**src/ulms_pkg.sv**
```systemverilog
// Purpose: constants and types for the uart line and modem status block
// Assumes: APB slave, 32-bit data, one clock pclk at 200 MHz
// Notes:   register map and field positions live here only
// Contract
// - line status bit 2 shows a parity error, else reads 0
// - with the FIFO on, parity flag follows the head character
// - line status bit 1 sets when a character completes into a full FIFO
// - on overrun the new character overwrites the shift register copy
// - on overrun nothing is pushed, stored characters stay intact
// - line status bit 0 set while any received character is held
// - line status bit 0 clear when holding register and FIFO are empty
// - modem status bits 3..0 flag CD, RI, DSR, CTS changes
// - reading modem status clears only the change bits that the read returned
// - bit 7 is inverted CD, in loopback modem control bit 3
// - bit 6 is inverted RI, in loopback modem control bit 2
// - bit 5 is inverted DSR, in loopback modem control bit 0
// - bit 4 is inverted CTS, in loopback modem control bit 1
// - RI change bit sets only on RI input rising from 0 to 1
// - modem interrupt request while any modem status bit 3..0 is set
package ulms_pkg;
   localparam logic [7:0] ADDR_LINE   = 8'h00;
   localparam logic [7:0] ADDR_MODEM  = 8'h04;
   localparam logic [7:0] ADDR_MCTRL  = 8'h08;
   localparam logic [7:0] ADDR_ISTAT  = 8'h0c;
   localparam logic [7:0] ADDR_IMASK  = 8'h10;
   localparam logic [7:0] ADDR_RXDATA = 8'h14;
   // line status fields
   localparam int LS_READY  = 0;
   localparam int LS_OVERRUN = 1;
   localparam int LS_PARITY = 2;
   // modem control fields
   localparam int MC_DTR   = 0;
   localparam int MC_RTS   = 1;
   localparam int MC_OUT1  = 2;
   localparam int MC_OUT2  = 3;
   localparam int MC_LOOP  = 4;
   localparam int MC_FIFO  = 5;
   localparam int MC_WIDTH = 6;
   // interrupt status fields
   localparam int IS_PARITY  = 0;
   localparam int IS_OVERRUN = 1;
   localparam int IS_MODEM   = 2;
   localparam int IS_READY   = 3;
   localparam int IS_WIDTH   = 4;
   // receive buffer
   localparam int FIFO_DEPTH = 16;
   localparam int PTR_W      = 4;
   localparam int CNT_W      = 5;
   localparam logic [CNT_W-1:0] CNT_FULL_FIFO = 5'h10;
   localparam logic [CNT_W-1:0] CNT_FULL_HOLD = 5'h01;
   localparam logic [1:0] PRIME_DONE = 2'h2;
   typedef enum logic [1:0] {
      APB_IDLE = 2'b01,
      APB_ANS  = 2'b10
   } ulms_apb_e;
   // modem inputs, active low at the pins: cd, ri, dsr, cts
   typedef struct packed {
      logic cd_n;
      logic ri_n;
      logic dsr_n;
      logic cts_n;
   } ulms_modem_s;
   typedef struct packed {
      logic       perr;
      logic [7:0] data;
   } ulms_char_s;
endpackage

```
**src/ulms_status.sv**
```systemverilog
// Purpose: line status, modem status and interrupt logic of one uart channel
// Assumes: receiver hands over finished characters with their parity result
// Notes:   read side effects act only on bits the read actually returned
`timescale 1ns/1ps
`default_nettype none
module ulms_status (
   // clock and reset
   input  wire logic                  pclk,
   input  wire logic                  presetn,
   // apb slave
   input  wire logic                  psel,
   input  wire logic                  penable,
   input  wire logic                  pwrite,
   input  wire logic [7:0]            paddr,
   input  wire logic [31:0]           pwdata,
   output var  logic [31:0]           prdata,
   output var  logic                  pready,
   output var  logic                  pslverr,
   // receiver
   input  wire logic                  rx_done,
   input  wire ulms_pkg::ulms_char_s  rx_char,
   // modem pins
   input  wire ulms_pkg::ulms_modem_s modem_in,
   output var  logic                  dtr_n,
   output var  logic                  rts_n,
   output var  logic                  out1_n,
   output var  logic                  out2_n,
   // interrupts
   output var  logic                  modem_irq,
   output var  logic                  irq
);
   typedef struct packed {
      ulms_pkg::ulms_apb_e                apb;
      logic [31:0]                        rdata;
      logic                               ready;
      logic                               err;
      logic [7:0]                         raddr;
      ulms_pkg::ulms_modem_s              sync1;
      ulms_pkg::ulms_modem_s              sync2;
      ulms_pkg::ulms_modem_s              prev;
      logic [1:0]                         prime;
      logic [3:0]                         delta;
      logic [ulms_pkg::MC_WIDTH-1:0]      mctrl;
      logic [ulms_pkg::IS_WIDTH-1:0]      istat;
      logic [ulms_pkg::IS_WIDTH-1:0]      imask;
      logic                               perr;
      logic                               ovr;
      logic                               head_new;
      ulms_pkg::ulms_char_s               shift;
      logic [ulms_pkg::PTR_W-1:0]         wptr;
      logic [ulms_pkg::PTR_W-1:0]         rptr;
      logic [ulms_pkg::CNT_W-1:0]         count;
      logic                               ready_prev;
      logic                               pin_dtr_n;
      logic                               pin_rts_n;
      logic                               pin_out1_n;
      logic                               pin_out2_n;
      logic                               irq_modem;
      logic                               irq_any;
   } ulms_state_s;

   ulms_state_s         s_q;
   ulms_state_s         s_d;
   ulms_pkg::ulms_char_s mem_q [ulms_pkg::FIFO_DEPTH];
   logic                push;

   function automatic logic [31:0] widen8(input logic [7:0] v);
      widen8 = {24'h00_0000, v};
   endfunction

   // effective modem levels, pin polarity; loopback feeds control bits back
   ulms_pkg::ulms_modem_s eff;
   always_comb begin
      if (s_q.mctrl[ulms_pkg::MC_LOOP]) begin
         eff.cd_n  = ~s_q.mctrl[ulms_pkg::MC_OUT2];
         eff.ri_n  = ~s_q.mctrl[ulms_pkg::MC_OUT1];
         eff.dsr_n = ~s_q.mctrl[ulms_pkg::MC_DTR];
         eff.cts_n = ~s_q.mctrl[ulms_pkg::MC_RTS];
      end else begin
         eff = s_q.sync2;
      end
   end

   logic [7:0] line_val;
   logic [7:0] modem_val;
   logic       fifo_on;
   logic       full;
   logic       has_data;
   always_comb begin
      fifo_on  = s_q.mctrl[ulms_pkg::MC_FIFO];
      full     = fifo_on ? (s_q.count == ulms_pkg::CNT_FULL_FIFO)
                         : (s_q.count == ulms_pkg::CNT_FULL_HOLD);
      has_data = (s_q.count != '0);
      line_val = 8'h00;
      line_val[ulms_pkg::LS_READY]   = has_data;
      line_val[ulms_pkg::LS_OVERRUN] = s_q.ovr;
      line_val[ulms_pkg::LS_PARITY]  = s_q.perr;
      // complement of the pin level is the asserted state
      modem_val = {~eff.cd_n, ~eff.ri_n, ~eff.dsr_n, ~eff.cts_n, s_q.delta};
   end

   // a completed character enters storage only when there is room
   assign push = rx_done && !full;

   always_comb begin
      logic       setup;
      logic       acc;
      logic [3:0] chg;
      logic       pop;
      logic [3:0] ev;
      setup = 1'b0;
      acc   = 1'b0;
      chg   = 4'h0;
      pop   = 1'b0;
      ev    = 4'h0;
      s_d   = s_q;

      // apb: answer lands one cycle after setup, zero wait states
      setup = psel && !penable && (s_q.apb == ulms_pkg::APB_IDLE);
      acc   = psel && penable && (s_q.apb == ulms_pkg::APB_ANS);
      if (setup) begin
         s_d.apb   = ulms_pkg::APB_ANS;
         s_d.ready = 1'b1;
         s_d.raddr = paddr;
         s_d.err   = 1'b0;
         s_d.rdata = 32'h0000_0000;
         case (paddr)
            ulms_pkg::ADDR_LINE:   s_d.rdata = widen8(line_val);
            ulms_pkg::ADDR_MODEM:  s_d.rdata = widen8(modem_val);
            ulms_pkg::ADDR_MCTRL:  s_d.rdata = widen8({2'b00, s_q.mctrl});
            ulms_pkg::ADDR_ISTAT:  s_d.rdata = widen8({4'h0, s_q.istat});
            ulms_pkg::ADDR_IMASK:  s_d.rdata = widen8({4'h0, s_q.imask});
            ulms_pkg::ADDR_RXDATA: s_d.rdata = widen8(mem_q[s_q.rptr].data);
            default:               s_d.err   = 1'b1;
         endcase
         if (pwrite) begin
            s_d.rdata = 32'h0000_0000;
         end
      end else if (acc) begin
         s_d.apb   = ulms_pkg::APB_IDLE;
         s_d.ready = 1'b0;
         s_d.err   = 1'b0;
      end

      // synchronise pins before anything looks at them
      s_d.sync1 = modem_in;
      s_d.sync2 = s_q.sync1;
      s_d.prev  = eff;
      if (s_q.prime != ulms_pkg::PRIME_DONE) begin
         s_d.prime = s_q.prime + 2'h1;
      end

      // reads clear only what they returned, so a fresh change is not lost
      if (acc && !pwrite && !s_q.err) begin
         if (s_q.raddr == ulms_pkg::ADDR_MODEM) begin
            s_d.delta = s_q.delta & ~s_q.rdata[3:0];
         end
         if (s_q.raddr == ulms_pkg::ADDR_LINE) begin
            if (s_q.rdata[ulms_pkg::LS_PARITY]) s_d.perr = 1'b0;
            if (s_q.rdata[ulms_pkg::LS_OVERRUN]) s_d.ovr = 1'b0;
         end
         if (s_q.raddr == ulms_pkg::ADDR_RXDATA && has_data) begin
            pop = 1'b1;
         end
      end

      // change detection; skipped until the synchroniser holds real levels
      if (s_q.prime == ulms_pkg::PRIME_DONE) begin
         chg[3] = eff.cd_n != s_q.prev.cd_n;
         chg[2] = eff.ri_n && !s_q.prev.ri_n;
         chg[1] = eff.dsr_n != s_q.prev.dsr_n;
         chg[0] = eff.cts_n != s_q.prev.cts_n;
      end
      s_d.delta = s_d.delta | chg;

      // receive path
      if (rx_done) begin
         s_d.shift = rx_char;
         if (full) begin
            s_d.ovr = 1'b1;
            ev[ulms_pkg::IS_OVERRUN] = 1'b1;
         end
      end
      if (push) begin
         s_d.wptr = s_q.wptr + 4'h1;
      end
      if (pop) begin
         s_d.rptr = s_q.rptr + 4'h1;
         s_d.head_new = 1'b1;
      end
      if (push && !pop && s_q.count == '0) begin
         s_d.head_new = 1'b1;
      end
      case ({push, pop})
         2'b10:   s_d.count = s_q.count + 5'h01;
         2'b01:   s_d.count = s_q.count - 5'h01;
         default: s_d.count = s_q.count;
      endcase

      // parity flag tracks whichever character reaches the head
      if (s_q.head_new && has_data && !pop) begin
         s_d.head_new = 1'b0;
         if (mem_q[s_q.rptr].perr) begin
            s_d.perr = 1'b1;
            ev[ulms_pkg::IS_PARITY] = 1'b1;
         end
      end

      // interrupt status, write one to clear, events win over the clear
      s_d.ready_prev = has_data;
      ev[ulms_pkg::IS_READY] = has_data && !s_q.ready_prev;
      ev[ulms_pkg::IS_MODEM] = |chg;
      if (acc && pwrite) begin
         case (s_q.raddr)
            ulms_pkg::ADDR_MCTRL: s_d.mctrl = pwdata[ulms_pkg::MC_WIDTH-1:0];
            ulms_pkg::ADDR_ISTAT: s_d.istat = s_q.istat & ~pwdata[ulms_pkg::IS_WIDTH-1:0];
            ulms_pkg::ADDR_IMASK: s_d.imask = pwdata[ulms_pkg::IS_WIDTH-1:0];
            default:              s_d.mctrl = s_q.mctrl;
         endcase
      end
      s_d.istat = s_d.istat | ev;
      // fifo mode switch empties storage, as old data has the wrong depth
      if (s_d.mctrl[ulms_pkg::MC_FIFO] != s_q.mctrl[ulms_pkg::MC_FIFO]) begin
         s_d.wptr  = '0;
         s_d.rptr  = '0;
         s_d.count = '0;
      end

      // pins go inactive in loopback so the modem sees nothing
      s_d.pin_dtr_n  = ~s_d.mctrl[ulms_pkg::MC_DTR]  | s_d.mctrl[ulms_pkg::MC_LOOP];
      s_d.pin_rts_n  = ~s_d.mctrl[ulms_pkg::MC_RTS]  | s_d.mctrl[ulms_pkg::MC_LOOP];
      s_d.pin_out1_n = ~s_d.mctrl[ulms_pkg::MC_OUT1] | s_d.mctrl[ulms_pkg::MC_LOOP];
      s_d.pin_out2_n = ~s_d.mctrl[ulms_pkg::MC_OUT2] | s_d.mctrl[ulms_pkg::MC_LOOP];
      s_d.irq_modem  = |s_d.delta;
      s_d.irq_any    = |(s_d.istat & s_d.imask);
   end

   always_ff @(posedge pclk or negedge presetn) begin
      if (!presetn) begin
         s_q            <= '0;
         s_q.apb        <= ulms_pkg::APB_IDLE;
         s_q.sync1      <= '1;
         s_q.sync2      <= '1;
         s_q.prev       <= '1;
         s_q.pin_dtr_n  <= 1'b1;
         s_q.pin_rts_n  <= 1'b1;
         s_q.pin_out1_n <= 1'b1;
         s_q.pin_out2_n <= 1'b1;
      end else begin
         s_q <= s_d;
      end
   end

   // storage has no reset; count guards pops and the parity check, but an RXDATA read returns mem_q[rptr] even when empty
   always_ff @(posedge pclk) begin
      if (push) begin
         mem_q[s_q.wptr] <= rx_char;
      end
   end

   assign prdata    = s_q.rdata;
   assign pready    = s_q.ready;
   assign pslverr   = s_q.err;
   assign dtr_n     = s_q.pin_dtr_n;
   assign rts_n     = s_q.pin_rts_n;
   assign out1_n    = s_q.pin_out1_n;
   assign out2_n    = s_q.pin_out2_n;
   assign modem_irq = s_q.irq_modem;
   assign irq       = s_q.irq_any;
endmodule
`default_nettype wire

```
**config.mk**
```make
export PLATFORM = sky130hd
export DESIGN_NAME = ulms_status
export DESIGN_NICKNAME = d
export VERILOG_FILES = /design/src/ulms_pkg.sv /design/src/ulms_status.sv
export SDC_FILE = /design/constraint.sdc
export NUM_CORES = 1
export LEC_CHECK = 0
export ABC_CLOCK_PERIOD_IN_PS = 5200
export BUFFER_PORTS_ARGS = -buffer_cell sky130_fd_sc_hd__buf_2
export CAP_MARGIN = 20
export CORE_MARGIN = 1
export CORE_UTILIZATION = 45
export CTS_CLUSTER_SIZE = 10
export DETAILED_ROUTE_END_ITERATION = 10
export SYNTH_ARGS = -nofsm -noshare
export SYNTH_HDL_FRONTEND = slang
export SYNTH_SLANG_ARGS = --single-unit
export TNS_END_PERCENT = 100
```
**constraint.sdc**
```tcl
create_clock -name pclk -period 5.2 [get_ports pclk]
set_input_delay 1.04 -clock pclk [delete_from_list [all_inputs] [get_ports pclk]]
set_output_delay 1.04 -clock pclk [all_outputs]
set_load 0.03 [all_outputs]
```
## Yosys cells after proc, flatten, opt, wreduce, memory -nomap -nowiden

Memory sizes are Yosys's and may differ from the RTL's.
Index checks and enable logic that the tools add are counted.

- Flip-flop bits (word level): 99
- Memories kept: 1
- Input port bits: 59
- Bits in writable memories: 144
- Word-level logic and storage cells: 160

- $add $sub $neg: 5
- Equal/unequal tests: 22
- Reductions and logical operators: 35
- Bitwise logic cells: 23
- Mux-type cells: 39

Memories:

| memory | depth | bits a word | read ports | clocked after memory_dff | wr ports | RTL line | text |
|---|---|---|---|---|---|---|---|
| mem_q | 16 | 9 | 1 | 0 | 1 | ulms_status.sv:64 | `ulms_pkg::ulms_char_s mem_q [ulms_pkg::FIFO_DEPTH];` |

Operators by type and width:

| kind | number |
|---|---|
| $pmux W8 S6 | 1 |
| $eq A8 B4 Y1 const B | 4 |
| $eq A8 B5 Y1 const B | 4 |
| $mux W4 | 8 |
| $mux W1 | 19 |
| $eq A8 B3 Y1 const B | 2 |
| $logic_not A8 Y1 | 2 |
| $logic_and A1 B1 Y1 | 15 |
| $mux W14 | 1 |
| $mux W13 | 1 |
| $and A4 B4 Y4 | 3 |
| $mux W2 | 6 |
| $not A1 Y1 | 12 |
| $reduce_or A4 Y1 | 3 |
| $pmux W5 S2 | 1 |
| $add A4 B1 Y4 const B | 2 |
| $mux W8 | 1 |
| $not A4 Y4 | 2 |
| $or A4 B4 Y4 | 2 |
| $logic_not A1 Y1 | 7 |
| $eq A2 B2 Y1 const B | 3 |
| $mux W6 | 1 |
| $reduce_bool A2 Y1 | 3 |
| $reduce_bool A3 Y1 | 2 |
| other kinds (12) | 19 |

## Logic depth before layout (Yosys ltp)

- Depth after elaboration: 11
- Gate-level depth with buffers: 10
- Gate-level depth less buffers: 8

## Least setup slack after synthesis

OpenSTA, ideal clock, no wires.

- Kind: input to register
- Start: input port penable
- End: register s_q, in the netlist modem_irq
- Stages: 6
- Library setup time: 0.139 ns
- Path slack: 2.602 ns
- Required time: 5.061 ns
- Arrival time: 2.460 ns
- Cells stage by stage: nand2_1 nor4b_4 nor4b_4 nand2_1 a22o_1 or4_1

RTL lines:

| element | RTL line | text |
|---|---|---|
| start: declaration | ulms_status.sv:12 | `input wire logic penable,` |
| end: declaration | ulms_status.sv:62 | `ulms_state_s s_q;` |

## Final worst setup path

- Start: register s_q[8] (netlist name)
- End: memory mem_q[4][5] (netlist name), enable pin

- Word-level cells in the longest chain between the ends: 6

Ends and longest elaborated chain:

| element | RTL line | text |
|---|---|---|
| $eq A5 B1 Y1 / $eq A5 B5 Y1 (equally long branches) | ulms_status.sv:92, ulms_status.sv:91 |  |
| $mux W1 * | ulms_status.sv:91 | `full = fifo_on ? (s_q.count == ulms_pkg::CNT_FULL_FIFO)` |
| $logic_not A1 Y1 * | ulms_status.sv:103 | `assign push = rx_done && !full;` |
| $logic_and A1 B1 Y1 * | ulms_status.sv:103 |  |
| $mux W1 * | ulms_status.sv:256 | `if (push) begin` |
| $mux W1 (implied by the code) * | ulms_status.sv:257 | `mem_q[s_q.wptr] <= rx_char;` |
| end: declaration | ulms_status.sv:64 |  |

Every way passes the cells marked *; elsewhere a longest branch is shown, timed or not.

==> flow_metrics.py <==
metrics = {
    "critical_path": {
        "cpPeakStageDelay_ns": 0.69,
        "worstSetupPathType": "reg2reg",
        "crit_buf_inv": 1,
        "critPathMaxFanout": 11,
        "crit_chain": "inv_1 -> ha_1 -> or3b_1 -> a21boi_1 -> nor2b_1 -> nand2_1 -> nor2_1 -> and2_1",
        "end_kind": "flip-flop",
        "arrival_ns": 3.20,
        "startpoint_type": "flip-flop",
        "r2r_slack_ns": 2.15,
        "crit_path_top_delay_cell": "nor2b_1",
        "crit_family": "simple AND/OR/NAND/NOR gates",
        "worstPathRequired_ns": 5.35,
    },
    "yosys": {
        "yosys.area_share.simple_pct": 7.93,
        "synthArstFlopShare_pct": 33.9,
        "synth_edf_count": 144,
        "synth_top_cell_by_area": "edfxtp_1",
        "synthAdderAreaFrac_pct": 1.55,
        "synth_compound_area_share_pct": 5.16,
        "synth_mux_area_share_pct": 13.1,
        "synth_xor_area_share_pct": 1.22,
        "synth_top_family_by_area": "multiplexers",
        "ys_warn_count": 0,
        "avgSynthCellArea_um2": 15.6,
        "synth_cells": 598,
        "synth_cell_type_count": 59,
        "ys.flop_type": "edfxtp_1",
        "ys_ff_latch": 218,
        "synth_area_leaders": "edfxtp_1, dfrtp_1, mux4_2",
        "ys_seq_area_share_pct": 66.3,
        "netlist_area_um2": 9340,
        "synthDominantCellAreaShare_pct": 46.3,
    },
    "flow_run": {
        "max_cap_viol_count": 0,
    },
    "floorplanning": {
        "die_h_um": 146,
        "io_pins": 99,
        "core_region_area_um2": 20300,
        "dieArea_um2": 21300,
        "start_util_pct": 46.0,
        "rows": 52,
        "die_x_um": 146,
    },
    "clocking": {
        "clkLatencyLatePin_ns": 0.52,
        "cts_num_sinks": 218,
        "cts_root_buf": "clkbuf_16",
        "cts_buffers": 26,
        "cts_resized": 0,
        "clkTransAtPathRegs_ns": 0.06,
        "cts_setup_buffers": 0,
        "ctsHoldBuffers": 0,
        "htree_levels": 1,
        "cts_buffer_depth": 3,
        "cts_tree": "yes",
    },
    "cells_and_area": {
        "areaGrowthSynthToFinish_pct": 11.5,
        "fin_nets": 710,
        "fill_cells": 1680,
        "utilization_pct": 51.3,
        "drive_gt1_share_pct": 23.8,
    },
    "power": {
        "worst_ir_drop_vdd_uv": 299,
        "pwr-share-clk_pct": 38.2,
        "power_frac_comb_pct": 10.1,
        "pwr-share-seq_pct": 51.7,
        "cellPowerDensity_nw_per_um2": 390,
        "p_int_mw": 3.08,
        "switching_power_mw": 0.981,
        "swShare_pct": 24.2,
        "power_leakage_nw": 3.84,
    },
    "sta": {
        "fmax_mhz": 328,
        "grt_setup_unrepaired": "no",
        "final-setup-viol-count": 0,
        "timing.final.crit_share_pct": 58.7,
        "setup_slack_ns": 2.15,
        "skew_ns": 0.0134,
        "hold_ws_ns": 0.354,
        "min_period_ns": 3.05,
        "tns_ns": 0,
        "hold_viol": 0,
        "relSlewSlack_pct": 38.0,
        "worstMarginPinSlew_ns": 0.930,
        "slew_violations": 0,
    },
    "detailed_routing": {
        "drcViolationCount": 0,
        "m1WireLength_um": 7960,
        "vias": 5063,
        "vias_per_cell": 5.48,
        "dr_wl_met2_um": 9940,
        "drtIter0Drc": 337,
        "wl_met3_um": 918,
        "avgRoutedWirePerCell_um": 20.9,
        "postRouteAntennaNets": 0,
        "dr.pass1.iters": 4,
        "top_layer": "met4",
        "wl_um": 19300,
    },
    "status": {
        "status": "completed",
    },
    "global_route": {
        "grt_antenna_before_repair": 1,
        "grt_util_all_layers_pct": 18.8,
        "overflow": 0,
        "grt_pass1_wl_um": 30100,
        "first_global_vias": 5277,
        "grt_max_degree": 75,
    },
    "placement": {
        "io_buffers": 48,
        "hpwl_um": 12400,
        "place_ws_ns": 1.94,
        "gp_congestion": 0.842,
    },
    "worst_hold_path": {
        "hold_path_class": "reg2reg",
    },
}
[per-stage QoR]
step	power [mW]	std cells	cell area, um^2
finish	4.06	924	10400
global route	4.23	923	10400
CTS	4.11	922	10400
detailed placement	2.55	883	9690
global placement	2.52	883	9690
floorplan	2.40	621	9430
[placed cells by master, fill, tap and decap left out, drive strengths merged, types with 24 or more instances in the layout]
cell / synthesis / routed
nand2: 34 / 34
buf: 39 / 51
clkbuf: 20 / 35
dfrtp: 57 / 57
mux4: 38 / 38
conb: 1 / 24
edfxtp: 144 / 144
nor2: 24 / 24
[final timing paths]
| check | start | cells after the start | end |
|---|---|---|---|
| max in group asynchronous | presetn | 1 | s_q[13]$_DFFE_PN0P_ |
| min in group asynchronous | presetn | 1 | s_q[40]$_DFF_PN0_ |
| worst min-delay path | s_d[58]$_DFF_PN1_ | 0 | s_q[58]$_DFF_PN1_ |
| worst max register to register | s_q[8]$_DFFE_PN0P_ | 8 | mem_q[4][5]$_DFFE_PP_ |
| worst min register to register | s_d[58]$_DFF_PN1_ | 0 | s_q[58]$_DFF_PN1_ |
| worst max-delay path | s_q[8]$_DFFE_PN0P_ | 8 | mem_q[4][5]$_DFFE_PP_ |
[power groups by stage]
stage	logic (mW)	clock network, mW	registers (mW)
after floorplan	0.301	0	2.10
after global placement	0.398	0	2.12
after global routing	0.453	1.66	2.12
after detailed placement	0.417	0	2.13
after CTS	0.418	1.59	2.10
final	0.409	1.55	2.10
[synthesized netlist by cell type, types with 10 or more instances]
| cell type | count |
|---|---|
| nor2_1 | 24 |
| dfrtp_1 | 57 |
| mux4_2 | 38 |
| nand2_1 | 34 |
| mux2i_1 | 13 |
| edfxtp_1 | 144 |
| buf_4 | 33 |
| inv_1 | 21 |
| dfstp_2 | 17 |
| mux2_1 | 12 |
| o21ai_1 | 11 |
| clkbuf_1 | 20 |
| a22oi_1 | 11 |
| ha_1 | 10 |
| o21ai_0 | 10 |
[sequential cells by signal, summed over array words and instances (netlist names)]
name       cells
rts_n          1
out1_n         1
pslverr        1
modem_val      4
line_val       2
s_d            4
s_q           48
mem_q        144
fifo_on        1
out2_n         1
modem_irq      1
dtr_n          1
irq            1
prdata         8
[area by class of cell]
cell class | instances | area [um^2] | share of cell area [%]
Timing Repair Buffer | 51 | 265 | 2.55
Sequential cell | 218 | 6200 | 59.5
Clock buffer | 35 | 694 | 6.67
Antenna cell | 2 | 5.00 | 0.0480
Clock inverter | 4 | 30.0 | 0.288
Multi-Input combinational cell | 321 | 2800 | 26.9
Tap cell | 270 | 338 | 3.24
Inverter | 23 | 86.3 | 0.829
[logic make-up (layout without fill, tap and decap cells)]
kind of cell | after synthesis | count (layout)
flops | 218 | 218
simple gates | 128 | 128
buf+inv | 82 | 113
compound gates | 72 | 72
mux | 72 | 72
xor+xnor | 13 | 13
fa+ha+maj | 12 | 12
other cells | 1 | 26
[per-layer routing]
metal | global-route usage [%] | vias up
met1 | 23.9 | 2595
met4 | 6.25 | 0
li1 | - | 2290
met2 | 32.8 | 141
met5 | 0 | -
met3 | 3.06 | 37
[worst reg2reg max path, delay by kind of cell (launching register included)]
kind                     cells  cell delay [ns]
flip-flops                   1             0.43
adder cells (fa/ha/maj)      1             0.19
AND/OR/NAND/NOR              5             1.79
AO/OA/AOI/OAI                1             0.14
buffers and inverters        1             0.13
No activity file was read; power rests on OpenSTA's default activity.
